[src/rtl/cfm_pkg.sv]
// Purpose: Shared constants and carrier types for the converter fault monitor.
// Assumes: A 10 MHz system clock; measurements arrive already digitised on that clock.
// Notes: Percentages are plain integers of the output setpoint or of rated current.
package cfm_pkg;

  // The current-limit register and its fields.
  localparam logic [7:0] CLS_OFFSET = 8'h08;
  localparam logic [7:0] CLS_RESET = 8'h1b;
  localparam int LR_MSB = 7;
  localparam int LR_LSB = 5;
  localparam int TCE_BIT = 4;
  localparam int CL_MSB = 3;
  localparam int CL_LSB = 0;
  localparam logic [3:0] CL_MAX_CODE = 4'hb;
  localparam logic [7:0] CL_MAX_PCT = 8'h8c;

  // Overtemperature warning set and clear levels in degrees Celsius.
  localparam logic signed [7:0] TEMP_WARN_SET_C = 8'sh78;
  localparam logic signed [7:0] TEMP_WARN_CLR_C = 8'sh75;

  // Power-good window limits in percent of the setpoint.
  localparam logic [6:0] PCT_FULL = 7'h64;
  localparam logic [6:0] PG_HIGH_105 = 7'h69;
  localparam logic [6:0] PG_HIGH_110 = 7'h6e;
  localparam logic [6:0] PG_LOW_90 = 7'h5a;
  localparam logic [6:0] PG_LOW_95 = 7'h5f;

  // Timing in milliseconds and the cycles that make one millisecond.
  localparam logic [7:0] PG_DELAY_MAX_MS = 8'h96;
  localparam logic [7:0] RETRY_MS = 8'h82;
  localparam int CLK_PERIOD_NS = 100;
  localparam int MS_NS = 1000000;
  localparam int MS_CYCLES_DEF = MS_NS / CLK_PERIOD_NS;

  // Sequencing states of the converter.
  typedef enum logic [2:0] {
    ST_OFF = 3'b000,
    ST_RAMP_UP = 3'b001,
    ST_STEADY = 3'b010,
    ST_RAMP_DOWN = 3'b011,
    ST_RETRY = 3'b100,
    ST_LATCHED = 3'b101
  } cfm_state_type;

  // Measurements sampled by the converter front end.
  typedef struct packed {
    logic signed [7:0] temp_c;
    logic [15:0] vout_mv;
    logic [15:0] vset_mv;
    logic [15:0] vprebias_mv;
    logic [7:0] iout_pct;
  } cfm_meas_type;

  // Protection configuration held outside this block.
  typedef struct packed {
    logic pg_high_sel;
    logic pg_low_sel;
    logic [6:0] uv_pct;
    logic [7:0] pg_delay_ms;
    logic pg_off_mode;
    logic latch_oc;
    logic latch_uv;
  } cfm_cfg_type;

  // Status flags; the power-good and fault bits read 0 while the event stands.
  typedef struct packed {
    logic temp_warning_flag;
    logic temp_warning_alias_flag;
    logic power_good_flag;
    logic overcurrent_flag;
    logic undervoltage_flag;
  } cfm_status_type;

endpackage

[src/rtl/cfm_monitor.sv]
// Purpose: Fault, error and warning supervision of a step-down converter.
// Assumes: Measurements, commands and ramp status come from logic on SYS_CLK.
// Notes: The power-good pin is open drain; its level is read back through a synchroniser.
// Function
// - Set temperature warning when controller temperature rises above 120 C.
// - Clear temperature warning only once temperature drops below 117 C.
// - Warnings never shut the converter down; they only drive status and the power-good pin.
// - Pull power-good low when output leaves the selectable window.
// - Window check only runs once output has reached steady state.
// - Delay power-good release after steady state by 0 to 150 ms.
// - Limits are percentages of setpoint, so they track margining changes.
// - Power-good warning pulls pin low and clears its status bit.
// - External pull-low of power-good counts as a power-good warning.
// - At turn-off, power-good drops at the command or at ramp-down start.
// - Any fault in the fault group switches the converter off.
// - Overcurrent detection is armed only above the pre-bias voltage.
// - Overcurrent asserts fault, clears its bit, switches both transistors off.
// - Undervoltage in steady state without overcurrent flags fault and turns off.
// - Undervoltage turn-off is a regular ramp-down, not a fast one.
// - Bits 7:5 of current-limit register select the load-regulation slope.
// - Bit 4 enables current-limit temperature compensation, enabled by default.
// - Bits 3:0 select current limit; codes above 0xB act as 0xB.
// - Without latching, restart every 130 ms until the fault condition clears.
`timescale 1ns/100ps
module cfm_monitor
  import cfm_pkg::*;
#(
  parameter int MS_CYCLES = MS_CYCLES_DEF
) (
  input wire logic SYS_CLK, // System clock, 10 MHz.
  input wire logic RSTN, // Asynchronous reset, active low.
  input wire cfm_meas_type MEAS, // Sampled temperature, voltages and current.
  input wire cfm_cfg_type CFG, // Protection configuration.
  input wire logic TURN_ON, // Turn-on command level.
  input wire logic RAMP_DONE, // Output has reached its steady-state level.
  input wire logic VOUT_FALLING, // Output has begun to ramp down.
  input wire logic OFF_DONE, // Regular ramp-down has finished.
  input wire logic REG_WR, // Register write strobe.
  input wire logic [7:0] REG_ADDR, // Register address.
  input wire logic [7:0] REG_WDATA, // Register write data.
  output logic [7:0] REG_RDATA, // Register read data.
  input wire logic PG_IN, // Level seen on the power-good pin.
  output logic PG_OUT, // Power-good pin drive value, always low.
  output logic PG_OE, // Pulls the power-good pin low when high.
  output logic CONV_ENABLE, // Converter runs and ramps normally.
  output logic FAST_OFF, // Both switches off at once.
  output cfm_status_type STATUS, // Status flags.
  output logic [2:0] LOAD_REG_SELECT, // Load-regulation slope code.
  output logic LIMIT_TEMP_COMP_EN, // Current-limit temperature compensation.
  output logic [7:0] CURRENT_LIMIT_PCT // Active current limit in percent.
);

  // Scale a millivolt value by a percentage, wide enough for no overflow.
  function automatic logic [23:0] mul_pct(input logic [15:0] v, input logic [6:0] p);
    return 24'(v) * 24'(p);
  endfunction

  // Map a current-limit code to percent of rated current.
  function automatic logic [7:0] limit_pct(input logic [3:0] code);
    case (code)
      4'h0: return 8'h25;
      4'h1: return 8'h2f;
      4'h2: return 8'h38;
      4'h3: return 8'h41;
      4'h4: return 8'h4b;
      4'h5: return 8'h54;
      4'h6: return 8'h5d;
      4'h7: return 8'h67;
      4'h8: return 8'h70;
      4'h9: return 8'h79;
      4'ha: return 8'h83;
      default: return CL_MAX_PCT;
    endcase
  endfunction

  logic [7:0] cls_r;
  logic [7:0] cls_nxt;
  logic [7:0] rdata_r;
  logic [7:0] rdata_nxt;
  logic [7:0] climit_r;
  logic [7:0] climit_nxt;
  logic pg_meta_r;
  logic pg_sync_r;
  logic [2:0] oe_hist_r;
  cfm_state_type state_r;
  cfm_state_type state_nxt;
  logic conv_en_r;
  logic conv_en_nxt;
  logic fast_off_r;
  logic fast_off_nxt;
  logic pend_r;
  logic pend_nxt;
  logic pend_latch_r;
  logic pend_latch_nxt;
  logic temp_warn_r;
  logic temp_warn_nxt;
  logic pg_good_r;
  logic pg_good_nxt;
  logic oc_flag_r;
  logic oc_flag_nxt;
  logic uv_flag_r;
  logic uv_flag_nxt;
  logic pg_oe_r;
  logic pg_out_r;
  logic pg_ok;
  logic ext_hold_r;
  logic ext_hold_nxt;
  logic tmr_start;
  logic [7:0] tmr_target;
  logic tmr_done;
  logic ext_low;
  logic in_window;
  logic oc_hit;
  logic uv_hit;
  logic [6:0] pg_hi_pct;
  logic [6:0] pg_lo_pct;
  logic [7:0] pg_delay;

  // Register writes and read data for the current-limit register.
  always_comb begin
    cls_nxt = cls_r;
    if (REG_WR && REG_ADDR == CLS_OFFSET) begin
      cls_nxt = REG_WDATA;
    end
    if (REG_ADDR == CLS_OFFSET) begin
      rdata_nxt = cls_r;
    end else begin
      rdata_nxt = 8'h00;
    end
    climit_nxt = limit_pct(cls_r[CL_MSB:CL_LSB]);
  end

  always_ff @(posedge SYS_CLK or negedge RSTN) begin
    if (!RSTN) begin
      cls_r <= CLS_RESET;
      rdata_r <= 8'h00;
      climit_r <= CL_MAX_PCT;
    end else begin
      cls_r <= cls_nxt;
      rdata_r <= rdata_nxt;
      climit_r <= climit_nxt;
    end
  end

  // Synchronise the pin level and remember recent own drive for masking.
  always_ff @(posedge SYS_CLK or negedge RSTN) begin
    if (!RSTN) begin
      pg_meta_r <= 1'b1;
      pg_sync_r <= 1'b1;
      oe_hist_r <= 3'h7;
    end else begin
      pg_meta_r <= PG_IN;
      pg_sync_r <= pg_meta_r;
      oe_hist_r <= {oe_hist_r[1:0], pg_oe_r};
    end
  end

  // A low pin that is not our own recent drive comes from an outside circuit.
  assign ext_low = !pg_sync_r && !pg_oe_r && (oe_hist_r == 3'h0);

  // Window and undervoltage comparisons against the live setpoint; overcurrent against the pre-bias level and current limit.
  assign pg_hi_pct = CFG.pg_high_sel ? PG_HIGH_110 : PG_HIGH_105;
  assign pg_lo_pct = CFG.pg_low_sel ? PG_LOW_95 : PG_LOW_90;
  assign pg_delay = (CFG.pg_delay_ms > PG_DELAY_MAX_MS) ? PG_DELAY_MAX_MS : CFG.pg_delay_ms;
  assign in_window = !(mul_pct(MEAS.vout_mv, PCT_FULL) > mul_pct(MEAS.vset_mv, pg_hi_pct))
    && !(mul_pct(MEAS.vout_mv, PCT_FULL) < mul_pct(MEAS.vset_mv, pg_lo_pct));
  assign oc_hit = (state_r == ST_RAMP_UP || state_r == ST_STEADY)
    && (MEAS.vout_mv > MEAS.vprebias_mv) && (MEAS.iout_pct >= climit_r);
  assign uv_hit = (state_r == ST_STEADY) && !oc_hit
    && (mul_pct(MEAS.vout_mv, PCT_FULL) < mul_pct(MEAS.vset_mv, CFG.uv_pct));

  // Sequencing, fault response and restart control.
  always_comb begin
    state_nxt = state_r;
    fast_off_nxt = fast_off_r;
    pend_nxt = pend_r;
    pend_latch_nxt = pend_latch_r;
    oc_flag_nxt = oc_flag_r;
    uv_flag_nxt = uv_flag_r;
    case (state_r)
      ST_OFF: begin
        fast_off_nxt = 1'b0;
        if (TURN_ON) begin
          state_nxt = ST_RAMP_UP;
          oc_flag_nxt = 1'b1;
          uv_flag_nxt = 1'b1;
        end
      end
      ST_RAMP_UP, ST_STEADY: begin
        if (oc_hit) begin
          state_nxt = CFG.latch_oc ? ST_LATCHED : ST_RETRY;
          fast_off_nxt = 1'b1;
          oc_flag_nxt = 1'b0;
        end else if (uv_hit) begin
          state_nxt = ST_RAMP_DOWN;
          pend_nxt = 1'b1;
          pend_latch_nxt = CFG.latch_uv;
          uv_flag_nxt = 1'b0;
        end else if (!TURN_ON) begin
          state_nxt = ST_RAMP_DOWN;
          pend_nxt = 1'b0;
        end else if (state_r == ST_RAMP_UP && RAMP_DONE) begin
          state_nxt = ST_STEADY;
        end
      end
      ST_RAMP_DOWN: begin
        if (OFF_DONE) begin
          pend_nxt = 1'b0;
          if (!pend_r) begin
            state_nxt = ST_OFF;
          end else if (pend_latch_r) begin
            state_nxt = ST_LATCHED;
          end else begin
            state_nxt = ST_RETRY;
          end
        end
      end
      ST_RETRY: begin
        if (tmr_done) begin
          fast_off_nxt = 1'b0;
          if (TURN_ON) begin
            state_nxt = ST_RAMP_UP;
            oc_flag_nxt = 1'b1;
            uv_flag_nxt = 1'b1;
          end else begin
            state_nxt = ST_OFF;
          end
        end
      end
      default: begin
        if (!TURN_ON) begin
          state_nxt = ST_OFF;
        end
      end
    endcase
    conv_en_nxt = (state_nxt == ST_RAMP_UP) || (state_nxt == ST_STEADY);
  end

  // The shared timer measures the power-good delay or the restart wait.
  assign tmr_start = (state_nxt != state_r)
    && (state_nxt == ST_STEADY || state_nxt == ST_RETRY);
  assign tmr_target = (state_nxt == ST_STEADY) ? pg_delay : RETRY_MS;

  cfm_ms_timer #(
    .MS_CYCLES(MS_CYCLES)
  ) u_timer (
    .clk(SYS_CLK),
    .rst_n(RSTN),
    .start(tmr_start),
    .target_ms(tmr_target),
    .done(tmr_done)
  );

  // Warning logic; none of it reaches the sequencing above.
  always_comb begin
    if (temp_warn_r) begin
      temp_warn_nxt = !(MEAS.temp_c < TEMP_WARN_CLR_C);
    end else begin
      temp_warn_nxt = MEAS.temp_c > TEMP_WARN_SET_C;
    end
    case (state_r)
      ST_STEADY: begin
        pg_ok = tmr_done && in_window && (TURN_ON || CFG.pg_off_mode);
      end
      ST_RAMP_DOWN: begin
        pg_ok = (pg_good_r || ext_hold_r) && CFG.pg_off_mode && !VOUT_FALLING;
      end
      default: begin
        pg_ok = 1'b0;
      end
    endcase
    // An outside pull-low is held as a warning until the released pin reads high again.
    ext_hold_nxt = pg_ok && (ext_low || (ext_hold_r && !pg_sync_r));
    pg_good_nxt = pg_ok && !ext_hold_nxt;
  end

  // Register sequencing state, flags and pin drive.
  always_ff @(posedge SYS_CLK or negedge RSTN) begin
    if (!RSTN) begin
      state_r <= ST_OFF;
      conv_en_r <= 1'b0;
      fast_off_r <= 1'b0;
      pend_r <= 1'b0;
      pend_latch_r <= 1'b0;
      oc_flag_r <= 1'b1;
      uv_flag_r <= 1'b1;
      temp_warn_r <= 1'b0;
      pg_good_r <= 1'b0;
      ext_hold_r <= 1'b0;
      pg_oe_r <= 1'b1;
      pg_out_r <= 1'b0;
    end else begin
      state_r <= state_nxt;
      conv_en_r <= conv_en_nxt;
      fast_off_r <= fast_off_nxt;
      pend_r <= pend_nxt;
      pend_latch_r <= pend_latch_nxt;
      oc_flag_r <= oc_flag_nxt;
      uv_flag_r <= uv_flag_nxt;
      temp_warn_r <= temp_warn_nxt;
      pg_good_r <= pg_good_nxt;
      ext_hold_r <= ext_hold_nxt;
      pg_oe_r <= !pg_ok;
      pg_out_r <= 1'b0;
    end
  end

  // Output assignments, each from a flip-flop.
  assign REG_RDATA = rdata_r;
  assign PG_OUT = pg_out_r;
  assign PG_OE = pg_oe_r;
  assign CONV_ENABLE = conv_en_r;
  assign FAST_OFF = fast_off_r;
  assign STATUS = {temp_warn_r, temp_warn_r, pg_good_r, oc_flag_r, uv_flag_r};
  assign LOAD_REG_SELECT = cls_r[LR_MSB:LR_LSB];
  assign LIMIT_TEMP_COMP_EN = cls_r[TCE_BIT];
  assign CURRENT_LIMIT_PCT = climit_r;

  chk_temp_set: assert property (@(posedge SYS_CLK) disable iff (!RSTN)
    (MEAS.temp_c > TEMP_WARN_SET_C) |=> STATUS.temp_warning_flag)
    else $error("temperature warning not set above limit");
  chk_temp_hold: assert property (@(posedge SYS_CLK) disable iff (!RSTN)
    temp_warn_r && !(MEAS.temp_c < TEMP_WARN_CLR_C) |=> temp_warn_r)
    else $error("temperature warning cleared inside hysteresis band");
  chk_warn_no_off: assert property (@(posedge SYS_CLK) disable iff (!RSTN)
    state_r == ST_STEADY && TURN_ON && !oc_hit && !uv_hit |=> conv_en_r && !fast_off_r)
    else $error("converter stopped without a fault");
  chk_pg_window: assert property (@(posedge SYS_CLK) disable iff (!RSTN)
    state_r == ST_STEADY && !in_window |=> PG_OE && !STATUS.power_good_flag)
    else $error("power good released outside window");
  chk_pg_steady: assert property (@(posedge SYS_CLK) disable iff (!RSTN)
    !PG_OE |-> $past(state_r) == ST_STEADY || $past(state_r) == ST_RAMP_DOWN)
    else $error("power good released before steady state");
  chk_pg_delay: assert property (@(posedge SYS_CLK) disable iff (!RSTN)
    $rose(state_r == ST_STEADY) && CFG.pg_delay_ms != 8'h00 |-> PG_OE [*2])
    else $error("power good released without delay");
  chk_pg_extern: assert property (@(posedge SYS_CLK) disable iff (!RSTN)
    ext_low |=> !STATUS.power_good_flag)
    else $error("external pull low not taken as warning");
  chk_pg_turnoff: assert property (@(posedge SYS_CLK) disable iff (!RSTN)
    state_r == ST_STEADY && !TURN_ON && !CFG.pg_off_mode |=> PG_OE)
    else $error("power good held after turn-off command");
  chk_oc_fast: assert property (@(posedge SYS_CLK) disable iff (!RSTN)
    oc_hit |=> FAST_OFF && !CONV_ENABLE && !STATUS.overcurrent_flag)
    else $error("overcurrent did not force fast turn-off");
  chk_uv_regular: assert property (@(posedge SYS_CLK) disable iff (!RSTN)
    uv_hit |=> state_r == ST_RAMP_DOWN && !FAST_OFF && !STATUS.undervoltage_flag)
    else $error("undervoltage did not start regular turn-off");
  chk_retry_wait: assert property (@(posedge SYS_CLK) disable iff (!RSTN)
    $rose(state_r == ST_RETRY) |-> (state_r == ST_RETRY) [*8])
    else $error("restart came before the wait");
  chk_limit_sat: assert property (@(posedge SYS_CLK) disable iff (!RSTN)
    cls_r[CL_MSB:CL_LSB] > CL_MAX_CODE |=> CURRENT_LIMIT_PCT == CL_MAX_PCT)
    else $error("current limit code not saturated");

endmodule

[src/rtl/cfm_ms_timer.sv]
// Purpose: Millisecond interval timer shared by power-good delay and restart wait.
// Assumes: Start is a one-cycle pulse from logic on the same clock.
// Notes: Done rises once the target count of milliseconds has passed and then holds.
`timescale 1ns/100ps
module cfm_ms_timer
  import cfm_pkg::*;
#(
  parameter int MS_CYCLES = MS_CYCLES_DEF
) (
  input wire logic clk, // System clock.
  input wire logic rst_n, // Asynchronous reset, active low.
  input wire logic start, // Restarts the interval.
  input wire logic [7:0] target_ms, // Interval length in milliseconds.
  output logic done // Interval has elapsed.
);

  logic [23:0] pre_r;
  logic [23:0] pre_nxt;
  logic [7:0] ms_r;
  logic [7:0] ms_nxt;
  logic run_r;
  logic run_nxt;
  logic done_r;
  logic done_nxt;

  // Prescale to milliseconds and count them up to the target.
  always_comb begin
    pre_nxt = pre_r;
    ms_nxt = ms_r;
    run_nxt = run_r;
    done_nxt = done_r;
    if (start) begin
      pre_nxt = 24'h000000;
      ms_nxt = 8'h00;
      run_nxt = 1'b1;
      done_nxt = 1'b0;
    end else if (run_r) begin
      if (ms_r == target_ms) begin
        run_nxt = 1'b0;
        done_nxt = 1'b1;
      end else if (pre_r == 24'(MS_CYCLES - 1)) begin
        pre_nxt = 24'h000000;
        ms_nxt = ms_r + 8'h01;
      end else begin
        pre_nxt = pre_r + 24'h000001;
      end
    end
  end

  // Register the timer state.
  always_ff @(posedge clk or negedge rst_n) begin
    if (!rst_n) begin
      pre_r <= 24'h000000;
      ms_r <= 8'h00;
      run_r <= 1'b0;
      done_r <= 1'b0;
    end else begin
      pre_r <= pre_nxt;
      ms_r <= ms_nxt;
      run_r <= run_nxt;
      done_r <= done_nxt;
    end
  end

  assign done = done_r;

endmodule

[config.mk]
export PLATFORM = sky130hd
export DESIGN_NAME = cfm_monitor
export DESIGN_NICKNAME = d
export VERILOG_FILES = /design/src/rtl/cfm_pkg.sv /design/src/rtl/cfm_monitor.sv /design/src/rtl/cfm_ms_timer.sv
export SDC_FILE = /design/constraint.sdc
export NUM_CORES = 1
export LEC_CHECK = 0
export BUFFER_PORTS_ARGS = -buffer_cell sky130_fd_sc_hd__buf_2
export CORE_MARGIN = 2
export CORE_UTILIZATION = 28
export DETAILED_ROUTE_END_ITERATION = 16
export GPL_TIMING_DRIVEN = 0
export PLACE_DENSITY_LB_ADDON = 0.3
export SYNTH_ARGS = -nofsm -noshare
export SYNTH_HDL_FRONTEND = slang
export SYNTH_SLANG_ARGS = --single-unit
[constraint.sdc]
create_clock -name SYS_CLK -period 2.85 [get_ports SYS_CLK]
set_input_delay 0.855 -clock SYS_CLK [delete_from_list [all_inputs] [get_ports SYS_CLK]]
set_output_delay 0.855 -clock SYS_CLK [all_outputs]
set_load 0.03 [all_outputs]
==> summary.md, run 1 <==
| Metric | Value |
|---|---|
| Status | finished with violations |
| Failing checks | negative setup slack |
| Setup slack after layout | -4.68 ns |
| Mean Syn Cell Area | 8.98 um^2 |
| Die height | 247 um |
| Number of library cell types mapped by synthesis | 86 |
| Main flop type after synthesis | dfrtp_1 |
| Unrepaired setup endpoints after global routing | yes |
| XOR/XNOR share of the synthesized area | 0.0375 |
| Post-Synthesis Cells | approximately 1800 |
| Nets | 2664 |
| Max Cap Violations | 0 |
| Iter 0 DRT Violations | 496 |
| Critical-path top delay cell | fa_1 |
| Worst-case clock buffer depth | 2 |
| Synth-to-layout area growth | 23.5% |
| Die ar. | about 61000 um^2 |
| Rows | between 80 and 90 |
| Clock skew | 0.00586 ns |
| Final global-route overflow total | 0 |
| Sink Count | 76 |
| First-pass GRT wire length | between 70000 and 80000 um |
| Min cycle time layout | approximately 7.5 ns |
| Simple-gate share of the synthesized area | 0.171 |
| Hold WS | 0.357 ns |
| YS warnings | 0 |
| Vias in the first global route | 14471 |
| Seq/Total Area, Yosys | 0.116 |
| Final wirelength | 44700 um |
| Maximum VDD drop | 0.429 mV |
| Slew Limit Fails | 0 |
| I/O pin count | 137 |
| Buffers added on ports | ~140 |
| CTS Hold Bufs | 0 |
| Worst EP arrival | 7.80 ns |
| Fin crit share | 2.64 |
| Drt first pass iters | 5 |
| Routed WL per cell | around 16 um |
| Routed vias | approximately 14000 |
| Max-slew headroom | 0.266 |
| Worst slew pin tran | between 1 and 1.5 ns |
| Commonest non-fill, non-tap cells in the layout | ha_1 (283), inv_1 (276), fa_1 (184), buf_2 (118), nand2_1 (105) |
| Skew-Pair Late Insertion Delay | 0.34 ns |
| Post-Route Setup TNS | -187.21 ns |
| Final ANT Viol Nets | 0 |
| Crit-path max FO | 10 |
| Largest net degree at the start of global routing | 56 |
| CTS HTree Levels | 3 |
| Setup violators final | 42 |
| Core box area | 58800 um^2 |
| Mux contribution to synthesized area | 0.0103 |
| Vias per cell | around 5 |
| Post-Synth Adder-Cell Area | 0.449 |
| Critical path's most frequent cell | fa_1 |
| Starting Density | 0.282 |
| Leading cell type in the layout, fill and taps excluded | ha_1 |
| Post-synthesis compound-gate area fraction | 0.134 |
| PwrDens | 828 nW/um^2 |
| CTS tree | done |
| Final Hold Fails | 0 |
| Tot GR Track Use | 0.150 |
| Largest family of logic cells by synthesized area | adder cells |
| Hold WC Path Type | reg2reg |
| Placer Congestion | 0.859 |
| Critical Path Sink Type | register |
| Worst Path Required | 3.12 ns |
| Layout cells sized above 1 | 0.214 |
| Fmax | approximately 130 MHz |
| Syn Std Cell Area | 16600 um^2 |
| Worst setup SP type | input pin |
| Initial antenna violation count | 7 |
| Setup CP Type | in2reg |
| Yosys reg bits | 76 |
| Post-DP HPWL | ~36000 um |
| Die Wd | 247 um |
| Largest stage delay, worst path | 0.54 ns |
| Clk slew on worst S/H paths | 0.06 ns |
| Pleak | between 0.01 and 0.015 uW |
| EDFF count, synth | 0 |
| Total CTS buffers | 9 |
| Asr flop ratio synth | 1.00 |
| Clock root cell | clkbuf_16 |
| DRC Markers | 0 |
[synthesized netlist by cell type (all sizes together) (6+ instances only)]
master | n | area (um^2)
ha | 298 | 3730
and3 | 34 | 213
a41oi | 6 | 52.6
a21o | 40 | 300
xnor2 | 35 | 307
or2 | 11 | 68.8
and4 | 6 | 55.1
clkbuf | 34 | 128
o211ai | 29 | 231
nor4 | 9 | 77.6
o21a | 7 | 52.6
nand2b | 22 | 145
dfrtp | 61 | 1530
nor3 | 30 | 155
dfstp | 15 | 394
inv | 288 | 1080
xor2 | 36 | 315
and2 | 101 | 632
mux2 | 9 | 101
a31oi | 13 | 81.3
or4b | 6 | 60.1
o21ai | 66 | 345
a211oi | 14 | 110
a21oi | 88 | 440
fa | 186 | 3720
nand3b | 7 | 52.6
buf | 23 | 153
or3 | 15 | 93.8
nand4 | 19 | 119
nand3 | 31 | 155
a211o | 7 | 61.3
o41ai | 8 | 70.1
nor2 | 88 | 330
nor2b | 14 | 87.6
mux2i | 7 | 70.1
nand4b | 7 | 61.3
nand2 | 113 | 434
o21bai | 7 | 52.6
[timing repair]
action | in CTS | in global routing
pin swaps | 106 | 44
endpoints found under the setup margin | 43 | 42
cloned | 2 | 0
setup buffers | 63 | 13
resized for setup | 164 | 41
[cell type report]
type                       instances  area [um^2]
fill                            6110        38300
multi-input combinational       1428        14000
sequential                        76         1920
timing repair buffer             213         1550
inverter                         288         1080
tap                              773          967
buffer                            56          603
clock buffer                      13          280
clock inverter                     3         42.5
antenna                            3         7.51
[stage by stage]
step	cells	worst slack (ns)	area (um^2)	power [uW]	utilization
6_report	2853	-4.68	20500	17000	0.348
5_1_grt	2852	-4.96	20500	19000	0.348
4_1_cts	2838	-4.68	20200	16700	0.344
3_5_place_dp	2758	-5.69	18600	13700	0.317
3_3_place_gp	2757	-5.69	18600	13500	0.316
2_1_floorplan	1849	-4.29	16900	10900	-
[registers in the layout, summed over array words and instances (netlist names), 3 cells and up]
| signal | cells |
|---|---|
| u_timer.pre_r | 24 |
| CURRENT_LIMIT_PCT | 8 |
| REG_RDATA | 8 |
| u_timer.ms_r | 8 |
| oe_hist_r | 3 |
| state_r | 3 |
| cls_r | 8 |
[cell families after synthesis]
logic type	after synthesis
AO/OA/AOI/OAI	330
adder cells (fa/ha/maj)	484
XOR/XNOR	71
multiplexers	16
buffers and inverters	345
flip-flops	76
AND/OR/NAND/NOR	525
other	1
[metal layers]
| metal | vias up | global-route usage | wire [um] |
|---|---|---|---|
| li1 | 6728 | - | - |
| met1 | 6866 | 0.192 | 19800 |
| met2 | 239 | 0.271 | 22600 |
| met3 | 31 | 0.0192 | 1730 |
| met4 | 6 | 0.0254 | 497 |
| met5 | - | 0 | 34 |
[power by group]
group	internal, uW	switching (uW)	total, uW
sequential	1210	97.5	1310
combinational	6660	7770	14400
clock	772	454	1230
[critical path, delay by kind of cell]
family          cells  cell delay, ns
buf+inv             7            0.79
fa+ha+maj           6            2.63
compound gates     10            1.72
xor+xnor            1            0.16
simple gates        7            1.62
[final timing paths]
check | slack, ns | startpoint | cells after the start | endpoint
max | -4.68 | MEAS[34] | 31 | u_timer.pre_r[8]
min | 0.36 | pg_meta_r | 0 | pg_sync_r
max reg2reg | -0.64 | CURRENT_LIMIT_PCT[2] | 13 | u_timer.ms_r[4]
min reg2reg | 0.36 | pg_meta_r | 0 | pg_sync_r
max in group asynchronous | 1.79 | RSTN | 2 | uv_flag_r
min in group asynchronous | 0.42 | RSTN | 1 | u_timer.ms_r[5]
No activity file was read; power rests on OpenSTA's default activity.
==> inputs of run 2 (changes only) <==
ABC_AREA = 1   (was not set)
CORE_MARGIN = 8   (was 2)
SKIP_LAST_GASP = 1   (was not set)
==> summary.md, run 2 <==
| Metric | Value |
|---|---|
| CTS HTree Levels | 3 |
| Final Instance Area | 20800 um^2 |
| Layout cells sized above 1 | 0.207 |
| Maximum VDD drop | roughly 0.64 mV |
| Worst slew pin tran | 0.562 ns |
| Max reg flops | 24 |
| Final Hold Fails | 0 |
| YS warnings | 0 |
| Area post-placement | 18700 um^2 |
| Setup CP Type | in2reg |
| Largest stage delay, worst path | 0.54 ns |
| Buffers added on ports | approximately 130 |
| Die height | 260 um |
| Clock skew | 0.00743 ns |
| Routed vias | 14531 |
| Area of the multi-input gates | 13500 um^2 |
| EDFF count, synth | 0 |
| Failing checks | negative setup slack |
| Post-synth top cells | inv_1 (502), nand2_1 (416), ha_1 (298) |
| Fin crit share | 2.64 |
| Comb pwr share | 0.863 |
| CP Buf/Inv Count | 11 |
| Commonest non-fill, non-tap cells in the layout | inv_1 (486), nand2_1 (371), ha_1 (280), fa_1 (186), buf_2 (116) |
| P_sw | 9550 uW |
| Placer Congestion | roughly 0.85 |
| First-pass GRT wire length | 74600 um |
| Pleak | approximately 0.012 uW |
| Min cycle time layout | ~7.5 ns |
| Reg power frac | 0.076 |
| Nets | 2973 |
| Critical path's most frequent cell | nand2_2 |
| Die ar. | 67800 um^2 |
| Max-slew headroom | 0.621 |
| Sw Ratio | 0.529 |
| DRC Markers | 0 |
| Die Wd | between 200 and 300 um |
| Seq/Total Area, Yosys | 0.115 |
| Post-synth top area cell | ha_1 |
| Mean Syn Cell Area | 7.77 um^2 |
| Post-Synthesis Cells | 2150 |
| Top-count cell post-synth | inv_1 |
| Core box area | 59000 um^2 |
| I/O pin count | 137 |
| Clk slew on worst S/H paths | approximately 0.070 ns |
| Final wirelength | between 40000 and 50000 um |
| Sink Count | 76 |
| Sequential cell area | 1920 um^2 |
| CTS tree | done |
| Worst-case clock buffer depth | 2 |
| Pint | between 8000 and 9000 uW |
| Tot GR Track Use | 0.133 |
| Slew Limit Fails | 0 |
| Worst Path Required | 3.11 ns |
| Number of library cell types mapped by synthesis | 48 |
| Main flop type after synthesis | dfrtp_1 |
| Final ANT Viol Nets | 0 |
| Hold WC Path Type | in2async |
| Worst EP arrival | 7.79 ns |
| Post-DP HPWL | 37400 um |
| Synth-to-layout area growth | 24.7% |
| DP Worst Slack | -5.84 ns |
| Syn Std Cell Area | 16700 um^2 |
| Top post-synthesis cells by area | ha_1 (22%), fa_1 (22%), inv_1 (11%) |
| Drt first pass iters | 5 |
| Unrepaired setup endpoints after global routing | yes |
| PwrDens | 866 nW/um^2 |
| Hold WS | roughly 0.36 ns |
| Synth top area share | 0.223 |
| Worst setup SP type | input pin |
| Asr flop ratio synth | 1.00 |
| Crit-path max FO | 6 |
| Status | finished with violations |
| Total CTS buffers | 9 |
| Leading cell type in the layout, fill and taps excluded | inv_1 |
| Max Cap Violations | 0 |
| Clock root cell | clkbuf_16 |
| Critical-path top delay cell | fa_1 |
| Clk pwr share | 0.061 |
| Largest net degree at the start of global routing | between 60 and 70 |
| Starting Density | 0.283 |
| Yosys reg bits | 76 |
| Rows | between 80 and 90 |
| Setup slack after layout | -4.68 ns |
| Routed WL per cell | 14.5 um |
| Fmax | 133 MHz |
| Skew-Pair Late Insertion Delay | 0.34 ns |
| Top delay family on crit path | adder cells |
| Filler Cell Count | 6190 |
| Setup violators final | 42 |
| Critical Path Sink Type | register |
| Vias per cell | ~4.6 |
| Iter 0 DRT Violations | 595 |
| Initial antenna violation count | 3 |
| Vias in the first global route | 15097 |
| Post-Route Setup TNS | -187.38 ns |
| Final global-route overflow total | 0 |
| Reg with most FFs | u_timer.pre_r |
| Overall power | 18100 uW |
run 2: cell count changes after synthesis, sizes merged, moves of 13 or more:
cell / delta
and2: -101
inv: +218
nand2b: -22
o211ai: -20
nand4: +20
xor2: +19
or3: -15
a21o: -36
nor2b: -13
nand3: +33
a21oi: +32
and3: -34
nor2: +24
nand2: +308
run 2: timing repair:
item	CTS	global route
hold endpoints to repair	0	0
buffers inserted	64	24
pin swaps	77	75
hold buffers	0	0
cloned	3	1
gates resized for setup	187	90
setup endpoints to repair	42	42
run 2: power by group through the flow:
stage,registers (uW),clock network [uW],logic (uW)
after floorplan,1390,0,9840
after global placement,1380,0,12900
after detailed placement,1390,0,13200
after CTS,1370,1130,15000
after global routing,1400,1170,17600
final,1380,1100,15600
run 2: logic make-up (layout without fill, tap and decap cells):
logic type               count (synthesis)  count (layout)  synth area share
XOR/XNOR                                86              86            0.0451
AND/OR/NAND/NOR                        687             687             0.177
adder cells (fa/ha/maj)                484             484             0.446
flip-flops                              76              76             0.115
other                                    1               3          0.000224
buffers and inverters                  562             797             0.131
AO/OA/AOI/OAI                          254             254            0.0857
run 2: worst paths after layout:
| check | startpoint | endpoint | depth (start not counted) | slack [ns] |
|---|---|---|---|---|
| min in group SYS_CLK | oe_hist_r[0] | oe_hist_r[1] | 0 | 0.36 |
| max in group asynchronous | RSTN | oe_hist_r[0] | 2 | 1.87 |
| worst min register to register | oe_hist_r[0] | oe_hist_r[1] | 0 | 0.36 |
| worst min-delay path | RSTN | u_timer.pre_r[12] | 1 | 0.36 |
| worst max-delay path | MEAS[27] | u_timer.pre_r[11] | 51 | -4.68 |
| worst max register to register | CURRENT_LIMIT_PCT[7] | u_timer.ms_r[6] | 19 | -0.45 |
run 2: worst register-to-register path: stages (launching register included):
cell and delay, ns:
dfstp_2 0.55, inv_1 0.05, ha_1 0.28, nand2_1 0.07
nor2_1 0.15, nand4_1 0.11, nand3_1 0.20, nand3_4 0.17
nand3_1 0.14, nand3_2 0.24, inv_2 0.12, nand2_1 0.08
nand3_1 0.07, a31o_2 0.19, buf_4 0.20, buf_2 0.27
nand2_1 0.09, inv_1 0.06, nand4_1 0.10, nand2_2 0.08
run 2: per-layer routing:
layer | global-route usage | up-vias | share of wire
li1 | - | 7199 | -
met1 | 0.174 | 7026 | 0.45
met2 | 0.228 | 248 | 0.48
met3 | 0.0160 | 54 | 0.038
met4 | 0.0409 | 4 | 0.027
met5 | 0 | - | 0.00059
run 2: final cells by class:
type                       instances  area share
multi-input combinational       1513       0.645
sequential                        76      0.0921
inverter                         506      0.0912
timing repair buffer             219      0.0768
tap                              773      0.0464
buffer                            56      0.0342
clock buffer                      10      0.0115
clock inverter                     6     0.00228
antenna                            1    0.000120
run 2: metrics by stage:
step / utilization / cells
after detailed placement: 0.317 / 3051
after global placement: 0.317 / 3050
after floorplan: - / 2151
final: 0.353 / 3160
after global routing: 0.353 / 3159
after CTS: 0.345 / 3134
